File: config.mk
export PLATFORM = sky130hd
export DESIGN_NAME = isd_status_core
export DESIGN_NICKNAME = d
export VERILOG_FILES = /design/src/hdl/isd_pkg.sv /design/src/hdl/isd_fifo.sv /design/src/hdl/isd_status_core.sv
export VERILOG_INCLUDE_DIRS = /design/src /design/src/hdl
export SDC_FILE = /design/constraint.sdc
export NUM_CORES = 1
export LEC_CHECK = 0
export ABC_AREA = 1
export BUFFER_PORTS_ARGS = -buffer_cell sky130_fd_sc_hd__buf_2
export CORE_MARGIN = 4
export CORE_UTILIZATION = 35
export DETAILED_ROUTE_END_ITERATION = 7
export PLACE_DENSITY = 0.62
export RECOVER_POWER = 25
export SLEW_MARGIN = 10
export SYNTH_ARGS = -nofsm -noshare
export SYNTH_HDL_FRONTEND = slang
export SYNTH_SLANG_ARGS = --single-unit
File: constraint.sdc
create_clock -name core_clk -period 2.65 [get_ports core_clk]
set_input_delay 0.1325 -clock core_clk [delete_from_list [all_inputs] [get_ports core_clk]]
set_output_delay 0.1325 -clock core_clk [all_outputs]
set_load 0.1 [all_outputs]
File: src/hdl/isd_defines.svh
// constants for the two-wire status, interrupt and bit-rate block
`ifndef ISD_DEFINES_SVH
`define ISD_DEFINES_SVH

// special-function register address of the status register
`define ISD_STATUS_ADDR     8'hDD
`define ISD_STATUS_RESET    8'h00

// status field positions, bit 7 down to bit 0
`define ISD_BIT_GC          7
`define ISD_BIT_STOP        6
`define ISD_BIT_INTR        5
`define ISD_BIT_TX          4
`define ISD_BIT_BUSY        3
`define ISD_BIT_LOST        2
`define ISD_BIT_NACK        1
`define ISD_BIT_SLV         0

// general call address byte
`define ISD_GC_ADDR         8'h00

// oscillator divisors per rate code 000 .. 111
`define ISD_DIV_0           11'd32
`define ISD_DIV_1           11'd48
`define ISD_DIV_2           11'd60
`define ISD_DIV_3           11'd120
`define ISD_DIV_4           11'd240
`define ISD_DIV_5           11'd480
`define ISD_DIV_6           11'd960
`define ISD_DIV_7           11'd1920

`endif

File: src/hdl/isd_pkg.sv
// types shared by the two-wire status block
package isd_pkg;

    // phase of the generated master clock
    typedef enum logic [1:0] {
        ISD_PH_IDLE,
        ISD_PH_LOW,
        ISD_PH_HIGH
    } isd_phase_type;

    // complete register state of the status core
    typedef struct packed {
        logic          sda_s1;    // pin synchroniser stage 1
        logic          sda_s2;    // pin synchroniser stage 2
        logic          sda_p;     // previous synchronised level
        logic          scl_s1;
        logic          scl_s2;
        logic          gc;        // general call seen
        logic          stop;      // stop detected
        logic          intr;      // interrupt pending
        logic          tx;        // transmit mode
        logic          busy;      // bus busy
        logic          lost;      // arbitration lost
        logic          nack;      // no acknowledge response
        logic          slave_mode_flag;       // slave mode
        logic          selected;  // addressed slave in this transfer
        logic          irq;       // interrupt request out
        logic [7:0]    rdata;     // register read data
        isd_phase_type phase;     // master clock phase
        logic [10:0]   cnt;       // cycles left in phase
        logic          scl_oe;    // pull scl low
    } isd_core_type;

    // fifo pointer state
    typedef struct packed {
        logic [4:0] wr;
        logic [4:0] rd;
    } isd_fifo_ptr_type;

endpackage : isd_pkg

File: src/hdl/isd_fifo.sv
// byte fifo between the serial engine and the cpu side
module isd_fifo #(
    parameter int WIDTH = 8,
    parameter int DEPTH = 16,
    parameter int AW    = $clog2(DEPTH)
) (
    // clock and control
    input  wire logic             core_clk,
    input  wire logic             nrst,
    input  wire logic             ce,
    // filling side
    input  wire logic             in_valid,
    output logic                  in_ready,
    input  wire logic [WIDTH-1:0] in_data,
    // draining side
    output logic                  out_valid,
    input  wire logic             out_ready,
    output logic      [WIDTH-1:0] out_data
);
    import isd_pkg::*;

    logic [WIDTH-1:0] mem [DEPTH];  // storage, no reset needed
    logic [AW:0]      wr_q;         // write pointer with wrap bit
    logic [AW:0]      rd_q;
    logic [AW:0]      wr_d;
    logic [AW:0]      rd_d;
    logic             full;
    logic             empty;
    logic             push;
    logic             pop;

    // wrap bit distinguishes full from empty
    assign empty     = (wr_q == rd_q);
    assign full      = (wr_q[AW] != rd_q[AW]) && (wr_q[AW-1:0] == rd_q[AW-1:0]);
    assign in_ready  = !full;
    assign out_valid = !empty;
    assign out_data  = mem[rd_q[AW-1:0]];
    assign push      = ce && in_valid && !full;
    assign pop       = ce && out_ready && !empty;

    // next pointers
    always_comb begin
        wr_d = wr_q;
        rd_d = rd_q;
        if (push) begin
            wr_d = wr_q + 1'b1;
        end
        if (pop) begin
            rd_d = rd_q + 1'b1;
        end
    end

    // pointer registers
    always_ff @(posedge core_clk) begin
        if (!nrst) begin
            wr_q <= '0;
            rd_q <= '0;
        end else begin
            wr_q <= wr_d;
            rd_q <= rd_d;
        end
    end

    // storage write
    always_ff @(posedge core_clk) begin
        if (push) begin
            mem[wr_q[AW-1:0]] <= in_data;
        end
    end
endmodule : isd_fifo

File: src/hdl/isd_status_core.sv
// two-wire bus status register, interrupt conditions and master bit-rate divider
`include "isd_defines.svh"

module isd_status_core #(
    parameter int FIFO_DEPTH = 16
) (
    // clock, reset, freeze
    input  wire logic       core_clk,
    input  wire logic       nrst,
    input  wire logic       ce,
    // special-function register port
    input  wire logic [7:0] sfr_addr,
    input  wire logic       sfr_wr,
    input  wire logic       sfr_rd,
    input  wire logic [7:0] sfr_wdata,
    output logic      [7:0] sfr_rdata,
    // control bits held elsewhere
    input  wire logic       engine_enable,
    input  wire logic       auto_ack_enable,
    input  wire logic [2:0] rate_select,
    input  wire logic [7:0] own_address_reg,
    input  wire logic       bus_irq_enable,
    input  wire logic       global_irq_enable,
    // serial engine state and events
    input  wire logic       engine_master,
    input  wire logic       engine_tx,
    input  wire logic       scl_run,
    input  wire logic       addr_done,
    input  wire logic [7:0] addr_byte,
    input  wire logic       byte_done,
    input  wire logic [7:0] byte_data,
    input  wire logic       ack_done,
    input  wire logic       ack_level,
    input  wire logic       arb_lost,
    output logic            byte_ready,
    // received and sent bytes toward the cpu
    output logic            rx_valid,
    input  wire logic       rx_ready,
    output logic      [7:0] rx_data,
    // bus pins
    input  wire logic       sda_in,
    input  wire logic       scl_in,
    output logic            scl_out,
    output logic            scl_oe,
    // interrupt request
    output logic            irq_req
);
    import isd_pkg::*;

    isd_core_type q;          // registered state
    isd_core_type d;          // next state
    logic         start_det;  // start seen on synchronised pins
    logic         stop_det;   // stop seen on synchronised pins
    logic         ev_addr;    // own address matched
    logic         ev_gc;      // general call accepted
    logic         ev_byte;    // qualifying byte completed
    logic         ev_stop;    // stop as selected slave
    logic         any_ev;     // any of the four events
    logic         st_wr;      // status register write
    logic [10:0]  div;        // selected divisor
    logic [10:0]  half_lo;    // low phase length
    logic [10:0]  half_hi;    // high phase length
    logic         clk_on;     // master clock wanted

    // rate code to divisor lookup
    function automatic logic [10:0] rate_div(input logic [2:0] code);
        case (code)
            3'h0:    rate_div = `ISD_DIV_0;
            3'h1:    rate_div = `ISD_DIV_1;
            3'h2:    rate_div = `ISD_DIV_2;
            3'h3:    rate_div = `ISD_DIV_3;
            3'h4:    rate_div = `ISD_DIV_4;
            3'h5:    rate_div = `ISD_DIV_5;
            3'h6:    rate_div = `ISD_DIV_6;
            default: rate_div = `ISD_DIV_7;
        endcase
    endfunction : rate_div

    // a byte completed while byte_ready is low is dropped, so the engine must stall on back-pressure
    isd_fifo #(
        .WIDTH (8),
        .DEPTH (FIFO_DEPTH)
    ) u_fifo (
        .core_clk  (core_clk),
        .nrst      (nrst),
        .ce        (ce),
        .in_valid  (byte_done),
        .in_ready  (byte_ready),
        .in_data   (byte_data),
        .out_valid (rx_valid),
        .out_ready (rx_ready),
        .out_data  (rx_data)
    );

    // conditions on the bus, judged after the synchroniser only
    assign start_det = q.scl_s2 && q.sda_p && !q.sda_s2;
    assign stop_det  = q.scl_s2 && !q.sda_p && q.sda_s2;

    // the four interrupt events
    assign ev_addr = addr_done && q.slave_mode_flag && auto_ack_enable
                     && (addr_byte[7:1] == own_address_reg[7:1]);
    assign ev_gc   = addr_done && q.slave_mode_flag && auto_ack_enable
                     && (addr_byte == `ISD_GC_ADDR);
    assign ev_byte = byte_done && (!q.slave_mode_flag || q.selected);
    assign ev_stop = stop_det && q.slave_mode_flag && q.selected;
    assign any_ev  = ev_addr || ev_gc || ev_byte || ev_stop;
    assign st_wr   = sfr_wr && (sfr_addr == `ISD_STATUS_ADDR);

    // divisor split into two near-equal halves
    assign div     = rate_div(rate_select);
    assign half_lo = {1'b0, div[10:1]};
    assign half_hi = div - half_lo;
    assign clk_on  = engine_enable && engine_master && scl_run;

    // next-state logic for every flag, the divider and the read port
    always_comb begin
        d = q;
        // two-stage synchroniser, third stage for edge detection
        d.sda_s1 = sda_in;
        d.sda_s2 = q.sda_s1;
        d.sda_p  = q.sda_s2;
        d.scl_s1 = scl_in;
        d.scl_s2 = q.scl_s1;

        // mode flags follow the engine
        d.slave_mode_flag = !engine_master;
        d.tx  = engine_tx;

        // bus busy and stop tracking
        if (start_det) begin
            d.busy = 1'b1;
            d.stop = 1'b0;
        end
        if (stop_det) begin
            d.busy = 1'b0;
            d.stop = 1'b1;
        end

        // addressed-slave state ends with every transfer
        if (start_det || stop_det) begin
            d.selected = 1'b0;
        end
        if (ev_addr) begin
            d.selected = 1'b1;
        end

        // general call flag, set wins over a simultaneous clear
        if (start_det || stop_det) begin
            d.gc = 1'b0;
        end
        if (addr_done && q.slave_mode_flag && addr_byte == `ISD_GC_ADDR) begin
            d.gc = 1'b1;
        end

        // lost flag clears at a new start, the loss itself wins
        if (start_det) begin
            d.lost = 1'b0;
        end
        if (arb_lost && engine_master) begin
            d.lost = 1'b1;
        end
        if (q.gc && engine_master) begin
            d.lost = 1'b1;
        end

        // acknowledge sample after a transmitted byte
        if (ack_done && q.tx) begin
            d.nack = ack_level;
        end

        // pending flag: software may write it, an event always wins
        if (st_wr) begin
            d.intr = sfr_wdata[`ISD_BIT_INTR];
        end
        if (any_ev) begin
            d.intr = 1'b1;
        end
        d.irq = q.intr && engine_enable && bus_irq_enable
                && global_irq_enable;

        // registered read of the status byte, zero elsewhere
        d.rdata = 8'h00;
        if (sfr_rd && sfr_addr == `ISD_STATUS_ADDR) begin
            d.rdata = {q.gc, q.stop, q.intr, q.tx,
                       q.busy, q.lost, q.nack, q.slave_mode_flag};
        end

        // master clock: low half then high half, restart when idle
        case (q.phase)
            ISD_PH_IDLE: begin
                d.scl_oe = 1'b0;
                if (clk_on) begin
                    d.phase  = ISD_PH_LOW;
                    d.cnt    = half_lo - 11'd1;
                    d.scl_oe = 1'b1;
                end
            end
            ISD_PH_LOW: begin
                if (!clk_on) begin
                    d.phase  = ISD_PH_IDLE;
                    d.scl_oe = 1'b0;
                end else if (q.cnt == 11'd0) begin
                    d.phase  = ISD_PH_HIGH;
                    d.cnt    = half_hi - 11'd1;
                    d.scl_oe = 1'b0;
                end else begin
                    d.cnt = q.cnt - 11'd1;
                end
            end
            ISD_PH_HIGH: begin
                // the count runs on while the line is still seen low, so an
                // unstretched period is exactly the divisor; the line reads high
                // two cycles late, well inside the shortest high half
                if (!clk_on) begin
                    d.phase = ISD_PH_IDLE;
                end else if (q.cnt != 11'd0) begin
                    d.cnt = q.cnt - 11'd1;
                end else if (q.scl_s2) begin
                    d.phase  = ISD_PH_LOW;
                    d.cnt    = half_lo - 11'd1;
                    d.scl_oe = 1'b1;
                end
                // a stretching slave holds scl low: stay here until it lets go
            end
            default: begin
                d.phase  = ISD_PH_IDLE;
                d.scl_oe = 1'b0;
            end
        endcase
    end

    // state register, frozen while the clock enable is low
    always_ff @(posedge core_clk) begin
        if (!nrst) begin
            q        <= '0;
            q.sda_s1 <= 1'b1;
            q.sda_s2 <= 1'b1;
            q.sda_p  <= 1'b1;
            q.scl_s1 <= 1'b1;
            q.scl_s2 <= 1'b1;
            q.slave_mode_flag    <= 1'b0;
            q.phase  <= ISD_PH_IDLE;
        end else if (ce) begin
            q <= d;
        end
    end

    // outputs from flip-flops, scl_out tied low
    assign sfr_rdata = q.rdata;
    assign irq_req   = q.irq;
    assign scl_oe    = q.scl_oe;
    assign scl_out   = 1'b0;
endmodule : isd_status_core

==> impl_metrics.tcl <==
set metrics [dict create \
    status "finished clean" \
    required_ns 2.52 \
    cp_slowest_stage_delay_ns 0.76 \
    placed_area_mm2 0.00940 \
    slew-limit-headroom_pct 40.8 \
    reg2regPathDepth 7 \
    htreeDepth 4 \
    num_vias 6261 \
    maxSlewViolCount 0 \
    antenna_found_initial 0 \
    clkSinkCount 179 \
    clkPwrFrac_pct 36.6 \
    core_mm2 0.0242 \
    synth_cells 867 \
    yosys_most_used_dff "edfxtp_1" \
    p_int_uw 4740 \
    drv_cap 0 \
    crit_fanout 50 \
    start_kind "flop" \
    antenna_left 0 \
    path_cells "buf_4 -> mux2i_1 -> o211ai_1 -> nand3_1 -> nand2_1 -> buf_12" \
    rsz0062_at_grt "no" \
    critPathKind "reg2out" \
    clock_path_buffers 2 \
    swShare_pct 30.9 \
    power.density_mw_per_mm2 682 \
    critPathArrivalTime_ns 2.32 \
    remaining_drc_errors 0 \
    setup_viol 0 \
    hold_ws_ns 0.0336 \
    max-vdd-ir-drop_v 0.000435 \
    vias_per_cell 4.92 \
    rrSetupSlack_ns 0.37 \
    seq_area_frac_synth_pct 56.5 \
    syn_nets 951 \
    p_leak_uw 0.00387 \
    period_minus_slack_ns 2.45 \
    synth-async-reset-ratio_pct 0 \
    grt_pass1_vias 6013 \
    cts_resized 0 \
    cp_top_family "flip-flops" \
    synthesis.area_mm2 0.00861 \
    cts_buffers 17 \
    boundaryPins 84 \
    fmax_mhz 408 \
    dp_hpwl_mm 13.0 \
    grt_pass1_wl_mm 30.9 \
    synth_cell_types 43 \
    crit_path_end "rx_data[5]" \
    slowest_stage "dfxtp_4" \
    cts_root_buffer "clkbuf_16" \
    path_buf_inv 2 \
    worstReg2RegStart "u_fifo.wr_q[0]" \
    grt_use_total_pct 14.5 \
    area_growth_pct 17.0 \
    cp-end-kind "output pin" \
    timing.final.crit_share_pct 92.5 \
    power_frac_comb_pct 18.0 \
    finalClockSkew_ns 0.0123 \
    start_util_pct 35.5 \
    synth.avg_cell_area_um2 9.93 \
    finalSetupTns_ns 0 \
    cts_setup_buffers 0 \
    switchingPower_uw 2120 \
    clk_latency_ns 0.44 \
    fin_util_pct 41.5 \
    r2r-end "u_fifo.mem[0][0]" \
    grt_start_max_net_pins 51 \
    synth-compound-area-share_pct 12.6 \
    synth_top_family_by_area "simple AND/OR/NAND/NOR gates" \
    core.rowCount 57 \
    yosys_warnings 0 \
    die_area_mm2 0.0272 \
    synth_xor_area_share_pct 2.64 \
    synth_fa_ha_area_share_pct 3.14 \
    wl_mm 19.2 \
    cts_tree "yes" \
    die_x_um 165 \
    mostFrequentLayoutCells "128 x edfxtp_1, 114 x nand2_1, 86 x inv_1" \
    final_nets 1020 \
    cp_num_cells 6 \
    fp.dieH_um 165 \
    final_area_mm2 0.0101 \
    worstMarginPinSlew_ns 0.885 \
    io_buffers 74 \
    seq_power_share_pct 45.4 \
    drtIter0Drc 417 \
    final_common_cell "edfxtp_1" \
    synth_seq_cells 179 \
    synth_mux_area_share_pct 3.72 \
    synth-simple-area-share_pct 14.2 \
    hold_viol_final 0 \
    overflow 0 \
    diodes 0 \
    dr.pass1.iters 5 \
    wl_per_cell_um 15.1 \
    hold_class "in2reg" \
    routabilityCongestion 0.858 \
    clk_pin_slew_ns 0.07 \
    drive_gt1_share_pct 15.4 \
    synth_edf_count 128 \
]
[metrics by stage]
| stage | setup WS [ns] | total power [uW] | std cells |
|---|---|---|---|
| after floorplan | 0.528 | 4070 | 867 |
| after global placement | 0.353 | 4400 | 1233 |
| after detailed placement | 0.321 | 4410 | 1233 |
| after CTS | 0.154 | 6910 | 1273 |
| after global routing | 0.0222 | 7160 | 1273 |
| final | 0.200 | 6870 | 1273 |
[how the worst min path moves through the flow]
stage                                  end  slack [ns]          from  cells after the start
after floorplan           u_fifo.mem[0][0]        0.23  byte_data[0]                      0
after global placement               d[35]        0.35        sda_in                      3
after detailed placement             d[32]        0.36        scl_in                      3
after CTS                            q[29]        0.02  sfr_wdata[5]                      5
after global routing                 q[29]        0.07  sfr_wdata[5]                      5
final                                q[29]        0.03  sfr_wdata[5]                      5
[cell type report]
cell class	instances	area, um^2
repair buffers	99	703
clock inverters	15	176
multi-input cells	544	3130
fillers	2366	14200
well taps	324	405
clock buffers	17	425
inverters	95	362
flip-flops and latches	179	4870
[logic make-up after synthesis]
kind of cell	after synthesis
xor gates and xnor gates	26
DFF	179
and+or+nand+nor	271
adders and majority gates	21
buffers and inverters	144
AOI/OAI and AO/OA	193
muxes	32
other	1
[synthesized netlist by cell type, drive strengths merged (2+ instances only)]
library cell | count | area share (%)
o21ai | 73 | 4.2
dfxtp | 51 | 12
nand3 | 47 | 2.8
xnor2 | 10 | 1.0
nand3b | 2 | 0.17
a21oi | 74 | 4.4
buf | 24 | 1.8
edfxtp | 128 | 45
nor4 | 2 | 0.32
inv | 94 | 4.2
o211ai | 36 | 3.1
mux2i | 32 | 3.7
nand2 | 125 | 6.2
o22ai | 4 | 0.29
nor3b | 2 | 0.17
ha | 20 | 2.9
nor3 | 4 | 0.23
nand4 | 6 | 0.44
nor2 | 80 | 3.7
clkbuf | 25 | 1.1
a211oi | 4 | 0.35
xor2 | 16 | 1.6
[sequential cells by signal, summed over array words and instances (netlist names), named ones only]
name	cells
d	3
irq_req	1
q	24
scl_oe	1
sfr_rdata	8
u_fifo.mem	128
u_fifo.rd_q	5
u_fifo.wr_q	5
[what timing repair did]
action                                  4_1_cts  5_1_grt
endpoints found under the hold margin         7        0
hold buffers                                  8        0
endpoints found under the setup margin        0        0
[layer usage]
metal	part of all wire [%]	up-vias	GRT usage (%)
met4	1.1	0	3.78
met5	0	-	0
li1	-	3111	-
met2	47	176	24.2
met1	46	2955	19.0
met3	5.6	19	3.57
[worst reg2reg max path: cells and delay by family (launching register included)]
| family | cells | cell delay, ns |
|---|---|---|
| flip-flops | 1 | 0.49 |
| buffers and inverters | 1 | 0.12 |
| XOR/XNOR | 1 | 0.28 |
| AND/OR/NAND/NOR | 5 | 1.04 |
[power by group through the flow]
stage / registers [uW] / clock network (uW) / logic [uW]
after floorplan: 3160 / 0 / 906
after global placement: 3180 / 0 / 1220
after detailed placement: 3180 / 0 / 1230
after CTS: 3120 / 2550 / 1240
after global routing: 3130 / 2670 / 1360
final: 3120 / 2520 / 1230
No activity file was read; power rests on OpenSTA's default activity.
